### src/inc/adc_demux_params.svh
// Constants for the converter demultiplexer and reset alignment path.
`ifndef ADC_DEMUX_PARAMS_SVH
`define ADC_DEMUX_PARAMS_SVH
`define ADC_SAMPLE_BITS      8
`define ADC_DEMUX_WAYS       4
`define ADC_RST_DELAY_HALF   15
`define ADC_PHASE_RESET      2'h3
`define ADC_PHASE_LAST       2'h3
`define ADC_WORD_RESET       2'h0
`endif

### src/inc/adc_demux_pkg.sv
// Types shared by the converter demultiplexer block.
package adc_demux_pkg;
    typedef enum logic [1:0] {
        MODE_SDR,
        MODE_DDR,
        MODE_QDR
    } mode_t;
endpackage : adc_demux_pkg

### src/adc_demux_reset_sync.sv
// Converter output demultiplexer, forwarded clock and aligned reset path.
// How it works
// - Four ports, each updated once per four samples.
// - Reset input captured on sample clock rising edge.
// - Reset delayed by the data latency pipeline.
// - Mode inputs select single, double or quad rate.
// - Reset forces divide counter to defined phase.
// - Sample order on ports independent of clock phase.
// - Forwarded clock toggles while reset output asserted.
// - Reset output follows deassertion by 7.5 cycles.
// - First word after reset updates only port three.
// - Same reset timing in every rate mode.
// - New sample taken on each rising clock edge.
// - Port data changes on forwarded clock rising edge in single rate mode.
// - Reset input resets the demultiplexer state.
`include "adc_demux_params.svh"

module adc_demux_reset_sync #(
    parameter int SAMPLE_BITS = `ADC_SAMPLE_BITS
) (
    input  wire logic                     sys_clk_in,
    input  wire logic                     arst_n_in,
    input  wire logic [SAMPLE_BITS-1:0]   sample_data_in,
    input  wire logic                     sync_reset_in,
    input  wire logic                     mode_ddr_in,
    input  wire logic                     mode_qdr_in,
    output logic      [SAMPLE_BITS-1:0]   out_port_0_out,
    output logic      [SAMPLE_BITS-1:0]   out_port_1_out,
    output logic      [SAMPLE_BITS-1:0]   out_port_2_out,
    output logic      [SAMPLE_BITS-1:0]   out_port_3_out,
    output logic                          fwd_clock_out,
    output logic                          aligned_reset_out,
    output adc_demux_pkg::mode_t          active_mode_out
);
    import adc_demux_pkg::*;

    localparam int WAYS     = `ADC_DEMUX_WAYS;
    localparam int RST_FULL = `ADC_RST_DELAY_HALF / 2;
    localparam int RST_HALF = `ADC_RST_DELAY_HALF % 2;

    logic [RST_FULL:0]      rst_pipe_reg;
    logic [SAMPLE_BITS-1:0] data_pipe_reg [RST_FULL+1];
    logic [SAMPLE_BITS-1:0] hold_reg [WAYS-1];
    logic [SAMPLE_BITS-1:0] port_reg [WAYS];
    logic [1:0]             phase_reg;
    logic [1:0]             phase_next;
    logic [1:0]             word_reg;
    logic [1:0]             word_next;
    logic                   first_reg;
    logic                   fwd_reg;
    logic                   fwd_next;
    logic [1:0]             mode_s1_reg;
    logic [1:0]             mode_s2_reg;
    logic [1:0]             mode_s3_reg;
    mode_t                  mode_reg;
    mode_t                  mode_next;
    wire                    rst_demux  = rst_pipe_reg[RST_FULL];
    wire [SAMPLE_BITS-1:0]  demux_data = data_pipe_reg[RST_FULL];
    wire                    word_evt   = !rst_demux && (phase_reg == `ADC_PHASE_LAST);
    wire                    mode_agree = (mode_s2_reg == mode_s3_reg);

    // Reset input is registered on the rising edge and shifted along with the data.
    always_ff @(posedge sys_clk_in or negedge arst_n_in) begin
        if (!arst_n_in) begin
            rst_pipe_reg <= '0;
        end else begin
            rst_pipe_reg <= {rst_pipe_reg[RST_FULL-1:0], sync_reset_in};
        end
    end

    // A fresh sample enters the data latency pipeline on every rising edge.
    always_ff @(posedge sys_clk_in or negedge arst_n_in) begin
        if (!arst_n_in) begin
            for (int i = 0; i <= RST_FULL; i++) begin
                data_pipe_reg[i] <= '0;
            end
        end else begin
            data_pipe_reg[0] <= sample_data_in;
            for (int i = 1; i <= RST_FULL; i++) begin
                data_pipe_reg[i] <= data_pipe_reg[i-1];
            end
        end
    end

    // The final half cycle of reset delay is taken on the falling edge.
    generate
        if (RST_HALF != 0) begin : g_half
            always_ff @(negedge sys_clk_in or negedge arst_n_in) begin
                if (!arst_n_in) begin
                    aligned_reset_out <= 1'b0;
                end else begin
                    aligned_reset_out <= rst_demux;
                end
            end
        end else begin : g_full
            assign aligned_reset_out = rst_demux;
        end
    endgenerate

    // Mode pins are static straps; a change is taken once two late stages agree.
    always_ff @(posedge sys_clk_in or negedge arst_n_in) begin
        if (!arst_n_in) begin
            mode_s1_reg <= 2'h0;
            mode_s2_reg <= 2'h0;
            mode_s3_reg <= 2'h0;
            mode_reg    <= MODE_SDR;
        end else begin
            mode_s1_reg <= {mode_qdr_in, mode_ddr_in};
            mode_s2_reg <= mode_s1_reg;
            mode_s3_reg <= mode_s2_reg;
            mode_reg    <= mode_next;
        end
    end

    // Quad select wins over double select; neither gives single rate.
    assign mode_next = !mode_agree      ? mode_reg :
                       mode_s3_reg[1]   ? MODE_QDR :
                       mode_s3_reg[0]   ? MODE_DDR : MODE_SDR;
    assign active_mode_out = mode_reg;

    // Divide counter is pinned to its reset phase while reset is held.
    assign phase_next = rst_demux ? `ADC_PHASE_RESET : phase_reg + 2'h1;
    assign word_next  = rst_demux ? `ADC_WORD_RESET :
                        word_evt  ? word_reg + 2'h1 : word_reg;

    // Forwarded clock runs free during reset, then rises with each port update in single rate, every second in double, every fourth in quad.
    assign fwd_next = rst_demux           ? !fwd_reg :
                      (mode_reg == MODE_DDR) ? word_next[0] :
                      (mode_reg == MODE_QDR) ? word_next[1] :
                      !phase_next[1];

    always_ff @(posedge sys_clk_in or negedge arst_n_in) begin
        if (!arst_n_in) begin
            phase_reg <= `ADC_PHASE_RESET;
            word_reg  <= `ADC_WORD_RESET;
            first_reg <= 1'b1;
            fwd_reg   <= 1'b0;
        end else begin
            phase_reg <= phase_next;
            word_reg  <= word_next;
            first_reg <= rst_demux || (first_reg && !word_evt);
            fwd_reg   <= fwd_next;
        end
    end
    assign fwd_clock_out = fwd_reg;

    // Earlier samples of a word wait in hold registers, oldest for port zero.
    generate
        for (genvar k = 0; k < WAYS; k++) begin : g_port
            wire [SAMPLE_BITS-1:0] load_val;
            if (k < WAYS - 1) begin : g_hold
                always_ff @(posedge sys_clk_in or negedge arst_n_in) begin
                    if (!arst_n_in) begin
                        hold_reg[k] <= '0;
                    end else if (!rst_demux && phase_reg == 2'(k)) begin
                        hold_reg[k] <= demux_data;
                    end
                end
                assign load_val = hold_reg[k];
            end else begin : g_last
                // The newest sample goes straight to the last port, it has no hold stage.
                assign load_val = demux_data;
            end
            // Port three alone loads on the first word; all four load afterwards.
            always_ff @(posedge sys_clk_in or negedge arst_n_in) begin
                if (!arst_n_in) begin
                    port_reg[k] <= '0;
                end else if (word_evt && (k == WAYS - 1 || !first_reg)) begin
                    port_reg[k] <= load_val;
                end
            end
        end
    endgenerate

    assign out_port_0_out = port_reg[0];
    assign out_port_1_out = port_reg[1];
    assign out_port_2_out = port_reg[2];
    assign out_port_3_out = port_reg[3];
endmodule : adc_demux_reset_sync

### config.mk
export PLATFORM = sky130hd
export DESIGN_NAME = adc_demux_reset_sync
export DESIGN_NICKNAME = d
export VERILOG_FILES = /design/src/inc/adc_demux_pkg.sv /design/src/adc_demux_reset_sync.sv
export VERILOG_INCLUDE_DIRS = /design/src /design/src/inc
export SDC_FILE = /design/constraint.sdc
export NUM_CORES = 1
export LEC_CHECK = 0
export BUFFER_PORTS_ARGS = -buffer_cell sky130_fd_sc_hd__buf_2
export CAP_MARGIN = 20
export CORE_MARGIN = 1
export CORE_UTILIZATION = 45
export DETAILED_ROUTE_END_ITERATION = 10
export GPL_ROUTABILITY_DRIVEN = 1
export HOLD_SLACK_MARGIN = 0.02
export PLACE_DENSITY = 0.72
export SLEW_MARGIN = 20
export SYNTH_ARGS = -nofsm -noshare
export SYNTH_HDL_FRONTEND = slang
export SYNTH_SLANG_ARGS = --single-unit
### constraint.sdc
create_clock -name sys_clk_in -period 3.5 [get_ports sys_clk_in]
set_clock_uncertainty 0.2 [all_clocks]
set_input_delay 0.175 -clock sys_clk_in [delete_from_list [all_inputs] [get_ports sys_clk_in]]
set_output_delay 0.175 -clock sys_clk_in [all_outputs]
set_load 0.02 [all_outputs]
==> results.md, run 1 <==
- Req. time, crit path: 3.12 ns
- Vias in the first global route: 2238
- Total Power: 4.67 mW
- Largest register FFs: 56
- Die Ht: 103 µm
- CTS buffer count: 17
- Setup TNS: 0 ns
- Width of the die: between 100 and 150 µm
- Placed Area: 4980 µm²
- CTS HTree Levels: 4
- Slew HR: between 30% and 40%
- Status: complete, no violations
- Finished Cell Area: 5700 µm²
- DR vias: 2143
- Critical path buffers and inverters: 1
- Worst min-delay path class: input port to register
- Post-Synthesis Cells: around 240
- Worst Tran Pin Value: 0.925 ns
- Critical path type: register to primary output
- Routability congestion estimate: 0.676
- Final ANT Viol Nets: 0
- Initial antenna violation count: 0
- Multi-input combinational cell area: ~950 µm²
- # IOs: 49
- Syn Area/Cell: 19.2 µm²
- Core area: 9860 µm²
- First-pass GRT wire length: 10900 µm
- Largest net degree at the start of global routing: 79
- Port bufs: 48
- Die ar.: 10700 µm²
- Post-CTS Resized: 0
- R2R cell count: 0
- CP max-delay cell: dfrtn_1
- Final setup viols: 0
- Final-layout fill cell count: 772
- Main synth FF type: dfrtp_1
- Std cell rows: 36
- Crit start category: register
- Max Root-Sink Buffers: 2
- Max Slew Vio Count: 0
- Maximum VDD drop: 0.392 mV
- Layout cells sized above 1: 43.6%
- Most frequent cells after synthesis: dfrtp_1, mux2_2, mux2_4, inv_1, ha_1
- Avg WL per Cell: approximately 14 µm
- Clk sinks: 143
- Min Hold Slack: around 0.11 ns
- Synth cell types: 32
- Drt via density: around 4.6
- Detailed placement HPWL: 3790 µm
- Count leader, synth: dfrtp_1
- Ys Warns: 0
- Net count of the finished layout: 335
- Overflow after GRT: 0
- Seq/Total Area, Yosys: 77.6%
- WHS Path Cells: 2
- Max stage delay on crit path: approximately 0.37 ns
- Netlist Area Pre-Place: 4620 µm²
- Reg area: 3580 µm²
- Worst skew pair latency: ~0.50 ns
- CTS tree: done
- Crit path DAT: 2.71 ns
- CTS Root Cell: clkbuf_8
- Number of cells on the critical path: 1
- GR Util All Layers: 14.3%
- Iteration-0 DRC count of the detailed router: 43
- Final wirelength: 6500 µm
- Antenna cells: 0
- CP Capture Type: primary output
- RSZ-0062 raised after global routing: false
- Post-CTS Setup Bufs: 0
- PwrDens: about 820 nW/µm²
- Ranking of synthesized cells by area: dfrtp_1, mux2_2, mux2_4, dfstp_2, ha_1
- Area grow syn2layout: 23.4%
- Final Hold Vio Count: 0
- Top cell type's share of synthesized area: 75.4%
- Post-synthesis sequential element count: roughly 140
- Clock Pin Slew Worst Setup and Hold Paths: around 0.06 ns
- FFs w/ async S/R, synth: 100%
- P_leak: 2.66 nW
- Starting Density: 46.8%
- Syn nets: 258
- DRT Pass-1 Iters: 4
- # Max-Cap Violations: 0
- Largest area contributor in the netlist: dfrtp_1
- Crit path max-delay family: flip-flops
- Max FO, Critical Path: 1
- Cell-by-cell trace of the critical path: buf_2
- Post-synth EDFFs: 0
- # DRC: 0
-- layer usage --
metal / wire length [µm] / track usage [%] / vias to the layer above / part of all wire (%)
met5: 0 / 0 / - / 0
met4: 59 / 8.13 / 0 / 0.91
met3: 207 / 4.84 / 4 / 3.2
met2: 3330 / 22.8 / 47 / 51
met1: 2900 / 17.1 / 1122 / 45
li1: - / - / 970 / -
-- path summary, 6_finish.rpt --
path / startpoint / endpoint / slack, ns
worst max register to register: rst_pipe_reg[7] / aligned_reset_out / 0.84
worst min-delay path: sample_data_in[6] / data_pipe_reg[62] / 0.11
worst min register to register: data_pipe_reg[13] / demux_data[5] / 0.14
worst max-delay path: aligned_reset_out / aligned_reset_out / 0.41
min in group asynchronous: arst_n_in / data_pipe_reg[19] / 0.23
max in group asynchronous: arst_n_in / aligned_reset_out / 1.45
-- logic make-up (layout without fill, tap and decap cells) --
family	Yosys count	after routing	share of synthesized area, %
AO/OA/AOI/OAI	12	12	1.87
XOR/XNOR	2	2	0.380
adder cells (fa/ha/maj)	4	4	1.08
buffers and inverters	12	101	1.90
flip-flops	143	143	77.6
multiplexers	56	56	15.3
AND/OR/NAND/NOR	12	12	1.87
-- layout make-up --
| class | count | area share, % |
|---|---|---|
| multi-input combinational | 86 | 16.6 |
| sequential | 143 | 62.9 |
| tap | 133 | 2.92 |
| timing repair buffer | 63 | 6.87 |
| clock inverter | 14 | 2.99 |
| clock buffer | 17 | 7.27 |
| inverter | 7 | 0.461 |
-- layout by cell type (no fill, tap or decap), types with 4 or more instances in the layout --
cell / count
clkbuf_16: 16
dlygate4sd3_1: 13
dfrtp_1: 139
clkinvlp_4: 4
inv_1: 7
ha_1: 4
clkinv_4: 4
buf_2: 47
mux2_2: 36
mux2_4: 20
-- per-stage QoR --
step	worst slack [ns]	utilization, %	cells
after CTS	0.386	57.7	463
after floorplan	0.902	-	241
final	0.414	57.7	463
after global routing	0.377	57.7	463
after detailed placement	0.863	50.5	419
after global placement	0.854	50.5	419
-- power by group --
group	internal, mW	switching, mW	leakage [nW]	total (mW)
Sequential	1.96	0.162	1.68	2.13
Combinational	0.404	0.405	0.699	0.809
Clock	1.08	0.656	0.276	1.74
Total	3.45	1.22	2.66	4.67
-- what timing repair did --
item	in CTS	in global routing
hold buffers	13	0
setup endpoints to repair	0	0
hold endpoints to repair	150	0
(Power assumes the default switching activity.)
==> inputs of run 2 (changes only) <==
--- a/config.mk
+++ b/config.mk
@@ -14,6 +14,7 @@
 export GPL_ROUTABILITY_DRIVEN = 1
 export HOLD_SLACK_MARGIN = 0.02
 export PLACE_DENSITY = 0.72
+export RECOVER_POWER = 100
 export SLEW_MARGIN = 20
 export SYNTH_ARGS = -nofsm -noshare
 export SYNTH_HDL_FRONTEND = slang
==> results.md, run 2 (synthesis results as in run 1) <==
- Comb pwr share: 15.0% (-2.3 points)
- P_leak: 2.48 nW (-6.6%)
- Setup TNS: 0 ns (unchanged)
- Worst Tran Pin Value: 1.81 ns (+0.886 ns)
- Most frequent cells in the layout: dfrtp_1, clkbuf_1, mux2_2
- Net count of the finished layout: 335 (unchanged)
- Port bufs: 48 (unchanged)
- Slew HR: -20.7% (-59 points)
- # DRC: 0 (unchanged)
- GR Util All Layers: 14.3% (unchanged)
- Largest register FFs: 56 (unchanged)
- Crit path max-delay family: flip-flops
- Crit path DAT: 2.79 ns (+0.08 ns)
- Max Slew Vio Count: 79 (+79)
- Sw Share: 27.0% (+0.79 points)
- P_sw: 1.22 mW (about the same)
- Clock Pin Slew Worst Setup and Hold Paths: 0.06 ns (about the same)
- DRT Pass-1 Iters: 4 (unchanged)
- Detailed placement HPWL: 3790 µm (unchanged)
- Clk sinks: 143 (unchanged)
- Final Hold Vio Count: 0 (unchanged)
- Post-CTS Hold Buffers: 13 (unchanged)
- Cell-by-cell trace of the critical path: clkbuf_1
- Layout cells sized above 1: 25.8% (-18 points)
- Std cell rows: 36 (unchanged)
- Initial antenna violation count: 0 (unchanged)
- Crit start category: register
- Number of cells on the critical path: 1 (unchanged)
- Largest net degree at the start of global routing: 79 (unchanged)
- Starting Density: 46.8% (unchanged)
- R2R cell count: 0 (unchanged)
- CTS Root Cell: clkbuf_8
- Critical path buffers and inverters: 1 (unchanged)
- Max stage delay on crit path: 0.38 ns (about the same)
- Hold Startpoint: sample_data_in[6]
- Avg WL per Cell: 14.2 µm (+1.0%)
- PwrDens: 816 nW/µm² (-0.45%)
- RSZ-0062 raised after global routing: false
- Die Ht: 103 µm (unchanged)
- CTS buffer count: 17 (unchanged)
- R2R setup slack: 0.84 ns (about the same)
- Max Root-Sink Buffers: 2 (unchanged)
- DR vias: 2121 (-1.0%)
- Worst min-delay path class: input port to register
- Width of the die: 103 µm (unchanged)
- Most common cell after layout, fill and taps aside: dfrtp_1
- # Max-Cap Violations: 1 (+1)
- Final wirelength: 6570 µm (+1.0%)
- Post-CTS Resized: 0 (unchanged)
- Clk pwr share: 38.3% (+1.2 points)
- WHS Path Cells: 2 (unchanged)
- # IOs: 49 (unchanged)
- Die ar.: 10700 µm² (unchanged)
- Vias in the first global route: 2238 (unchanged)
- Cell-internal power: 3.32 mW (-3.9%)
- Iteration-0 DRC count of the detailed router: 59 (+37%)
- Status: finished, violations left
- CP max-delay cell: dfrtn_1
- Post-CTS Setup Bufs: 0 (unchanged)
- RR Startpoint: rst_pipe_reg[7]
- Drt via density: 4.58 (-1.0%)
- Failing checks: capacitance limit, slew limit
- Antenna cells: 0 (unchanged)
- Final ANT Viol Nets: 0 (unchanged)
- CTS tree: done
- CP Capture Type: primary output
- Req. time, crit path: 3.12 ns (about the same)
- Worst skew pair latency: 0.50 ns (about the same)
- Area grow syn2layout: 20.5%
- Flop pwr share: 46.8% (+1.3 points)
- Min Hold Slack: 0.107 ns (-0.00174 ns)
- Core area: 9860 µm² (unchanged)
- First-pass GRT wire length: 10900 µm (unchanged)
- Final setup viols: 0 (unchanged)
- Routability congestion estimate: 0.676 (unchanged)
- Overflow after GRT: 0 (unchanged)
- Critical path type: register to primary output
- Max FO, Critical Path: 1 (unchanged)
- Worst min-delay path endpoint: data_pipe_reg[62]
- Worst R2R End: aligned_reset_out
- CTS HTree Levels: 4 (unchanged)
- Maximum VDD drop: 0.392 mV (about the same)
==> run 2: through the flow <==
stage               setup slack, ns  std cells  power (mW)  area (µm²)  utilization [%]
finish                        0.338        463        4.54        5560             56.4
global route                  0.302        463        4.78        5560             56.4
CTS                           0.386        463        4.74        5700             57.7
detailed placement            0.863        419        2.96        4980             50.5
global placement              0.854        419        2.93        4980             50.5
floorplan                     0.902        241        2.68        4620                -
==> run 2: metal layers <==
metal	global-route usage [%]	vias up	part of all wire [%]
met2	22.8	49	50
met5	0	-	0
li1	-	966	-
met4	8.13	0	1.2
met1	17.1	1101	46
met3	4.84	5	3.6
==> run 2: area by class of cell <==
type                       instances  area (µm²)
clock buffer                      17         414
fill                             808        4300
tap                              133         166
timing repair buffer              63         334
sequential                       143        3580
inverter                           7        26.3
clock inverter                    14         170
multi-input combinational         86         867
==> run 2: worst max path at each step <==
stage / startpoint / endpoint / slack (ns)
2_1_floorplan: aligned_reset_out / aligned_reset_out / 0.90
3_3_place_gp: aligned_reset_out / aligned_reset_out / 0.85
3_5_place_dp: aligned_reset_out / aligned_reset_out / 0.86
4_1_cts: aligned_reset_out / aligned_reset_out / 0.39
5_1_grt: aligned_reset_out / aligned_reset_out / 0.30
6_report: aligned_reset_out / aligned_reset_out / 0.34
==> run 2: power groups by stage <==
stage                     clock (mW)  combinational [mW]  sequential [mW]
after floorplan                    0               0.349             2.33
after global placement             0               0.787             2.14
after detailed placement           0               0.805             2.16
after CTS                       1.78               0.823             2.13
after global routing            1.86               0.748             2.17
final                           1.74               0.679             2.12
